==> config.mk <==
export PLATFORM = sky130hd
export DESIGN_NAME = csd_top
export DESIGN_NICKNAME = d
export VERILOG_FILES = /design/src/hdl/csd_pkg.sv /design/src/hdl/csd_divider.sv /design/src/hdl/csd_edge_ctl.sv /design/src/hdl/csd_top.sv
export VERILOG_INCLUDE_DIRS = /design/src /design/src/hdl
export SDC_FILE = /design/constraint.sdc
export NUM_CORES = 1
export LEC_CHECK = 0
export BUFFER_PORTS_ARGS = -buffer_cell sky130_fd_sc_hd__clkbuf_2
export CAP_MARGIN = 25
export CORE_UTILIZATION = 45
export DETAILED_ROUTE_END_ITERATION = 7
export GPL_ROUTABILITY_DRIVEN = 1
export PLACE_DENSITY_LB_ADDON = 0.05
export SETUP_SLACK_MARGIN = 0.02
export SYNTH_ARGS = -nofsm -noshare
export SYNTH_HDL_FRONTEND = slang
export SYNTH_SLANG_ARGS = --single-unit
==> constraint.sdc <==
create_clock -name clk_sys -period 4.5 [get_ports clk_sys]
set_clock_uncertainty 0.15 [all_clocks]
set_input_delay 0.225 -clock clk_sys [delete_from_list [all_inputs] [get_ports clk_sys]]
set_output_delay 0.225 -clock clk_sys [all_outputs]
set_load 0.02 [all_outputs]
==> src/hdl/csd_regs.svh <==
// register offsets, field positions and reset values of the lvcmos divider and slew block
// assumes byte-wide registers reached over a plain address/strobe port
`ifndef CSD_REGS_SVH
`define CSD_REGS_SVH

`define CSD_ADDR_W              8
`define CSD_DATA_W              8

`define CSD_OFF_FIRST_DIV       8'h2E
`define CSD_OFF_SECOND_DIV      8'h2F
`define CSD_OFF_SLEW            8'h31
`define CSD_OFF_SOFT_RESET      8'h38
`define CSD_OFF_STATUS          8'h39

`define CSD_RST_DIV_CODE        8'h00
`define CSD_RST_SLEW_CODE       2'h0

`define CSD_CODE_OFF            8'h00
`define CSD_CODE_MIN_STEP       8'h06
`define CSD_RATIO_FLOOR         9'h006

`define CSD_SLEW_FAST           2'h0
`define CSD_SLEW_SLOW           2'h2

`define CSD_SLEW_FIRST_LSB      0
`define CSD_SLEW_SECOND_LSB     2
`define CSD_SOFT_RESET_BIT      0

`define CSD_STAT_RUN_LSB        0
`define CSD_STAT_PEND_LSB       2
`define CSD_STAT_RSVD_LSB       4

`endif

==> src/hdl/csd_pkg.sv <==
// types shared by the lvcmos divider and slew block
// assumes csd_regs.svh sits on the include path
`include "csd_regs.svh"

package csd_pkg;

   typedef logic [`CSD_DATA_W-1:0] csd_byte_t;

   // one output divider
   typedef struct packed {
      logic [8:0] cnt;
      logic       clk_out;
   } csd_div_state_t;

   // one slew decoder
   typedef struct packed {
      logic slow;
      logic reserved;
   } csd_edge_state_t;

   // register file of the top
   typedef struct packed {
      csd_byte_t  div_code_0;
      csd_byte_t  div_code_1;
      logic [3:0] slew_code;
      logic [1:0] hold;
      logic       restart;
      csd_byte_t  rdata;
   } csd_top_state_t;

endpackage

==> src/hdl/csd_divider.sv <==
// one lvcmos output divider counting pre-divider ticks
// assumes tick is a one-cycle enable pulse on clk_sys from the pre-divider
`timescale 1ns/1ps
`include "csd_regs.svh"

module csd_divider
   import csd_pkg::*;
(
   input  wire logic       clk_sys,
   input  wire logic       resetn,
   input  wire logic       tick,
   input  wire logic [7:0] code,
   input  wire logic       run,
   input  wire logic       restart,
   output logic            clk_out
);

   csd_div_state_t st_r;
   csd_div_state_t st_nxt;
   logic [8:0]     ratio;
   logic [8:0]     half;
   logic [8:0]     cnt_step;

   // codes 1..5 all give six, higher codes give code plus one
   always_comb begin
      if (code < `CSD_CODE_MIN_STEP) begin
         ratio = `CSD_RATIO_FLOOR;
      end else begin
         ratio = {1'b0, code} + 9'h001;
      end
      half     = ratio >> 1;
      cnt_step = (st_r.cnt >= ratio - 9'h001) ? 9'h000 : st_r.cnt + 9'h001;
   end

   // output is high for the first half of each period, low for the rest
   always_comb begin
      st_nxt = st_r;
      if (!run || restart || code == `CSD_CODE_OFF) begin
         st_nxt.cnt     = 9'h000;
         st_nxt.clk_out = 1'b0;
      end else if (tick) begin
         st_nxt.cnt     = cnt_step;
         st_nxt.clk_out = cnt_step < half;
      end
   end

   always_ff @(posedge clk_sys or negedge resetn) begin
      if (!resetn) begin
         st_r <= '0;
      end else begin
         st_r <= st_nxt;
      end
   end

   assign clk_out = st_r.clk_out;

endmodule

==> src/hdl/csd_edge_ctl.sv <==
// edge-rate decoder for one status output
// assumes code comes from a register on clk_sys
`timescale 1ns/1ps
`include "csd_regs.svh"

module csd_edge_ctl
   import csd_pkg::*;
(
   input  wire logic       clk_sys,
   input  wire logic       resetn,
   input  wire logic [1:0] code,
   output logic            slow,
   output logic            reserved
);

   csd_edge_state_t st_r;
   csd_edge_state_t st_nxt;

   // a reserved code keeps the last legal edge rate rather than guess one
   always_comb begin
      st_nxt = st_r;
      unique case (code)
         `CSD_SLEW_FAST: begin
            st_nxt.slow     = 1'b0;
            st_nxt.reserved = 1'b0;
         end
         `CSD_SLEW_SLOW: begin
            st_nxt.slow     = 1'b1;
            st_nxt.reserved = 1'b0;
         end
         default: begin
            st_nxt.reserved = 1'b1;
         end
      endcase
   end

   always_ff @(posedge clk_sys or negedge resetn) begin
      if (!resetn) begin
         st_r <= '0;
      end else begin
         st_r <= st_nxt;
      end
   end

   assign slow     = st_r.slow;
   assign reserved = st_r.reserved;

endmodule

==> src/hdl/csd_top.sv <==
// lvcmos output dividers and status edge-rate control with their registers
// assumes the register port and the pre-divider ticks are all on clk_sys
//
// Operation
// - second divider is eight bits, fed by second loop pre-divider, drives lvcmos path
// - divide ratios span six to 256 from the eight-bit code
// - codes one to five divide by six; higher codes divide by code plus one
// - code zero stops the divider, no output clock
// - bits 3:2 set second status edge rate: 0 fast, 2 slow
// - bits 1:0 set first status edge rate: 0 fast, 2 slow
// - first divider uses first loop pre-divider and the same code mapping
//
// Chosen here: the address-and-strobe port.
`timescale 1ns/1ps
`include "csd_regs.svh"

module csd_top
   import csd_pkg::*;
(
   input  wire logic                  clk_sys,
   input  wire logic                  resetn,
   input  wire logic [`CSD_ADDR_W-1:0] reg_addr,
   input  wire logic [`CSD_DATA_W-1:0] reg_wdata,
   input  wire logic                  reg_wr,
   input  wire logic                  reg_rd,
   output logic [`CSD_DATA_W-1:0]     reg_rdata,
   input  wire logic                  first_predivider_tick,
   input  wire logic                  second_predivider_tick,
   output logic                       first_lvcmos_clk,
   output logic                       second_lvcmos_clk,
   output logic                       first_status_edge_rate,
   output logic                       second_status_edge_rate
);

   csd_top_state_t st_r;
   csd_top_state_t st_nxt;
   logic [1:0]     run;
   logic [1:0]     rsvd;
   logic [1:0]     pend;
   logic [1:0]     active;
   logic [1:0]     lv_clk;
   logic [1:0]     ticks;
   logic [1:0]     slow;
   logic [15:0]    codes;

   assign ticks = {second_predivider_tick, first_predivider_tick};
   assign codes = {st_r.div_code_1, st_r.div_code_0};

   // a channel held after a zero write stays parked until the soft reset
   always_comb begin
      for (int i = 0; i < 2; i++) begin
         active[i] = codes[i*8 +: 8] != `CSD_CODE_OFF;
         pend[i]   = st_r.hold[i] && active[i];
         run[i]    = !st_r.hold[i];
      end
   end

   // register writes, soft reset and read data
   always_comb begin
      st_nxt         = st_r;
      st_nxt.restart = 1'b0;
      st_nxt.rdata   = '0;
      if (reg_wr) begin
         unique case (reg_addr)
            `CSD_OFF_FIRST_DIV: begin
               st_nxt.div_code_0 = reg_wdata;
               if (reg_wdata == `CSD_CODE_OFF) begin
                  st_nxt.hold[0] = 1'b1;
               end
            end
            `CSD_OFF_SECOND_DIV: begin
               st_nxt.div_code_1 = reg_wdata;
               if (reg_wdata == `CSD_CODE_OFF) begin
                  st_nxt.hold[1] = 1'b1;
               end
            end
            `CSD_OFF_SLEW: begin
               st_nxt.slew_code = reg_wdata[3:0];               // upper bits dropped
            end
            `CSD_OFF_SOFT_RESET: begin
               if (reg_wdata[`CSD_SOFT_RESET_BIT]) begin
                  st_nxt.restart = 1'b1;
                  st_nxt.hold    = 2'h0;
               end
            end
            default: begin
               st_nxt.restart = 1'b0;                           // unmapped write ignored
            end
         endcase
      end
      if (reg_rd) begin
         unique case (reg_addr)
            `CSD_OFF_FIRST_DIV:  st_nxt.rdata = st_r.div_code_0;
            `CSD_OFF_SECOND_DIV: st_nxt.rdata = st_r.div_code_1;
            `CSD_OFF_SLEW:       st_nxt.rdata = {4'h0, st_r.slew_code};
            `CSD_OFF_STATUS:     st_nxt.rdata = {2'h0, rsvd, pend, lv_clk | (run & active)};
            default:             st_nxt.rdata = '0;
         endcase
      end
   end

   always_ff @(posedge clk_sys or negedge resetn) begin
      if (!resetn) begin
         st_r.div_code_0 <= `CSD_RST_DIV_CODE;
         st_r.div_code_1 <= `CSD_RST_DIV_CODE;
         st_r.slew_code  <= {`CSD_RST_SLEW_CODE, `CSD_RST_SLEW_CODE};
         st_r.hold       <= 2'h0;
         st_r.restart    <= 1'b0;
         st_r.rdata      <= '0;
      end else begin
         st_r <= st_nxt;
      end
   end

   // both dividers and both edge-rate decoders share one structure
   for (genvar g = 0; g < 2; g++) begin : g_chan
      csd_divider u_div (
         .clk_sys (clk_sys),
         .resetn  (resetn),
         .tick    (ticks[g]),
         .code    (codes[g*8 +: 8]),
         .run     (run[g]),
         .restart (st_r.restart),
         .clk_out (lv_clk[g])
      );
      csd_edge_ctl u_edge (
         .clk_sys  (clk_sys),
         .resetn   (resetn),
         .code     (st_r.slew_code[g*2 +: 2]),
         .slow     (slow[g]),
         .reserved (rsvd[g])
      );
   end

   assign reg_rdata               = st_r.rdata;
   assign first_lvcmos_clk        = lv_clk[0];
   assign second_lvcmos_clk       = lv_clk[1];
   assign first_status_edge_rate  = slow[0];
   assign second_status_edge_rate = slow[1];

endmodule

==> impl_metrics.toml <==
[timing]
drv_slew = 0
fin_setup_tns_ns = 0
period_minus_slack_ns = 4.29
tightest_slew_ns = 0.725
hold_viol_final = 0
fin_crit_sh_pct = 95.3
final-setup-viol-count = 0
slew_headroom_pct = 51.2
fmax_mhz = 233
rsz0062_at_grt = "true"

[critical_path]
cp_slowest_cell = "or4_4"
critPathCaptureType = "flop"
worstPathCellList = "buf_4 > or4_4 > o311ai_4 > buf_4 > a21boi_4 > nand4_1 > xnor2_2 > ha_1 > nand4_1 > nor2_1 > a21oi_2 > nand2_2 > nor2_1 > ha_1 > a21oi_1 > o221ai_1 > a21o_1 > a2111oi_2 > o2bb2ai_1"
arrival_ns = 4.38
path_max_fanout = 6
required_ns = 4.60
critPathBufInv = 2
slowest_delay_ns = 0.47
crit_path_start_kind = "flop"
path_delay_family = "compound AO/OA/AOI/OAI gates"
path_class = "reg -> reg"

[placed_design]
hpwl_mm = 8.36
dp_cells = 644
io_buffers = 33
gp_congestion = 0.897

[synth]
yosysTopAreaCell = "dfrtp_1"
yosysUniqueCellTypes = 55
ys_seq_area_share_pct = 31.8
syn-instance-count = 491
syn_nets = 553
synth_edf_count = 0
ys_warn_count = 0
synth_flop_cell = "dfrtp_1"
async_flop_share_pct = 100
synth_top_area_share_pct = 31.8
syn_avg_cell_area_um2 = 8.81
synth.top_cells.by_area = "dfrtp_1, ha_1, mux2_2"
syn-cell-area_um2 = 4330
synth_seq_cells = 55

[clock_network]
insertion_delay_ns = 0.32
tritoncts = "yes"
htreeDepth = 2
clk_pin_slew_ns = 0.12
cts_max_path_buffers = 2
cts.sinks = 55
root_buffer = "clkbuf_8"
cts_inserted_buffers = 5

[global_route]
grt_max_degree = 56
antenna_found_initial = 0
grt_remaining_overflow = 0
gr-usage-all-layers_pct = 22.7
grt_pass1_vias = 3467
grt_pass1_wl_mm = 17.8

[layout]
drive_gt1_share_pct = 23.7
diodes = 0
stdcell_count = 661
seqCellArea_um2 = 1380
nNetsFinal = 593
nFillCells = 934
synthToLayoutAreaGrowth_pct = 14.3
multiInputGateArea_um2 = 2890

[route]
wl_per_cell_um = 16.7
dr.pass1.iters = 4
drc = 0
drt-total-wl_mm = 11.0
routed_via_density = 5.65
drt_iter0_markers = 139
antenna_left = 0
vias = 3734

[die]
core_area_um2 = 9280
start_util_pct = 46.6
rows = 35
dieWidth_um = 100
die-height_um = 100
boundaryPins = 34
fp.dieArea_um2 = 10000

[run_status]
status = "finished clean"

[pwr]
p_leak_nw = 2.19
power_density_nw_per_um2 = 363
vdd_drop_max_mv = 0.189

[hold_path]
hold_path.class = "in -> reg"

[run]
cap_violations = 0
## power by group
group / internal, mW / switching [mW]
clock network: 0.112 / 0.184
logic: 0.377 / 0.478
registers: 0.550 / 0.0926
## state kept, by name, indices dropped and copies added, names as in the netlist
| register | cells |
|---|---|
| g_chan.u_div.st_r | 18 |
| codes | 16 |
| reg_rdata | 8 |
| st_r | 7 |
| g_chan.u_div.clk_out | 2 |
| g_chan.u_edge.reserved | 2 |
| g_chan.u_edge.slow | 2 |
## cells in the mapped netlist, drive strengths merged, types with 3 or more instances
master,n
or3,4
a31oi,5
xnor2,22
inv,13
mux2i,3
dfrtp,55
a21oi,29
buf,20
and2,3
nand2b,3
nor2,49
o211ai,8
nor3,14
nand2,58
nand3,25
or4,4
nand3b,4
mux2,24
o2bb2ai,7
nand4,12
a211oi,4
and3,7
xor2,11
nor4,7
ha,40
nor2b,5
o21ai,15
a22oi,6
o21a,3
a21o,3
clkbuf,7
## final timing paths
check / slack, ns / endpoint / depth (start not counted) / startpoint
max reg2reg: 0.21 / g_chan[0].u_div.clk_out$_DFFE_PN0P_ / 19 / codes[5]$_DFFE_PN0P_
min: 0.03 / g_chan[1].u_div.st_r[1]$_DFFE_PN0P_ / 3 / second_predivider_tick
max in group asynchronous: 3.25 / codes[5]$_DFFE_PN0P_ / 3 / resetn
max: 0.21 / g_chan[0].u_div.clk_out$_DFFE_PN0P_ / 19 / codes[5]$_DFFE_PN0P_
min in group asynchronous: 0.42 / reg_rdata[4]$_DFF_PN0_ / 3 / resetn
min reg2reg: 0.33 / g_chan[0].u_edge.reserved$_DFF_PN0_ / 0 / st_r[11]$_DFFE_PN0P_
## what timing repair did
| action | CTS | global route |
|---|---|---|
| endpoints found under the hold margin | 57 | 0 |
| hold buffers | 2 | 0 |
| gates resized for setup | 3 | 32 |
| buffers inserted | 0 | 7 |
| pin swaps | 0 | 12 |
| endpoints found under the setup margin | 1 | 2 |
## cell type report
cell class,instances,area share [%]
clock buffers,5,1.39
repair buffers,60,7.54
clock inverters,3,0.506
multi-input cells,396,58.4
flip-flops and latches,55,27.9
well taps,129,3.26
inverters,13,0.986
## kinds of logic (layout without fill, tap and decap cells)
family                   count (synthesis)  in the layout  share of synthesized area (%)
buffers and inverters                   40             81                           4.92
AO/OA/AOI/OAI                           92             92                           14.7
AND/OR/NAND/NOR                        204            204                           23.3
XOR/XNOR                                33             33                           6.68
multiplexers                            27             27                           6.94
flip-flops                              55             55                           31.8
adder cells (fa/ha/maj)                 40             40                           11.6
## worst reg2reg max path, delay by kind of cell, from the launching register on
kind	cells	cell delay, ns
and+or+nand+nor	6	1.08
xor gates and xnor gates	1	0.14
buffers and inverters	2	0.35
AOI/OAI and AO/OA	8	1.51
DFF	1	0.46
adders and majority gates	2	0.54
## cells in the final DEF (no fill, tap or decap), drive strengths merged, types with 4 or more instances in the layout
| cell | n |
|---|---|
| nor4 | 7 |
| o21ai | 15 |
| buf | 25 |
| clkbuf | 38 |
| inv | 13 |
| dfrtp | 55 |
| nand2 | 58 |
| ha | 40 |
| nor2 | 49 |
| nand4 | 12 |
| and3 | 7 |
| nor3 | 14 |
| nor2b | 5 |
| o211ai | 8 |
| a211oi | 4 |
| or4 | 4 |
| mux2 | 24 |
| a31oi | 5 |
| a22oi | 6 |
| nand3b | 4 |
| xnor2 | 22 |
| a21oi | 29 |
| o2bb2ai | 7 |
| xor2 | 11 |
| nand3 | 25 |
| or3 | 4 |
## routing by layer
metal  up-vias  part of all wire [%]  track usage, %
met5         -                     0               0
met4         0                   1.1            5.02
met3        10                   2.9            2.86
met2        74                    46            36.9
met1      1800                    50            32.4
li1       1850                     -               -
## metrics by stage
| step | total power [mW] | hold slack (ns) | util, % | cell area, um^2 | setup WS [ns] |
|---|---|---|---|---|---|
| 6_report | 1.79 | 0.0306 | 53.3 | 4950 | 0.212 |
| 4_1_cts | 1.75 | 0.0143 | 51.3 | 4760 | 0.0384 |
| 3_3_place_gp | 1.43 | 0.269 | 49.8 | 4620 | -0.0701 |
| 2_1_floorplan | 1.22 | -0.221 | - | 4330 | 0.333 |
| 3_5_place_dp | 1.44 | 0.268 | 49.8 | 4620 | -0.190 |
| 5_1_grt | 1.95 | 0.0345 | 53.3 | 4950 | -0.0228 |
No activity file was read; power rests on OpenSTA's default activity.
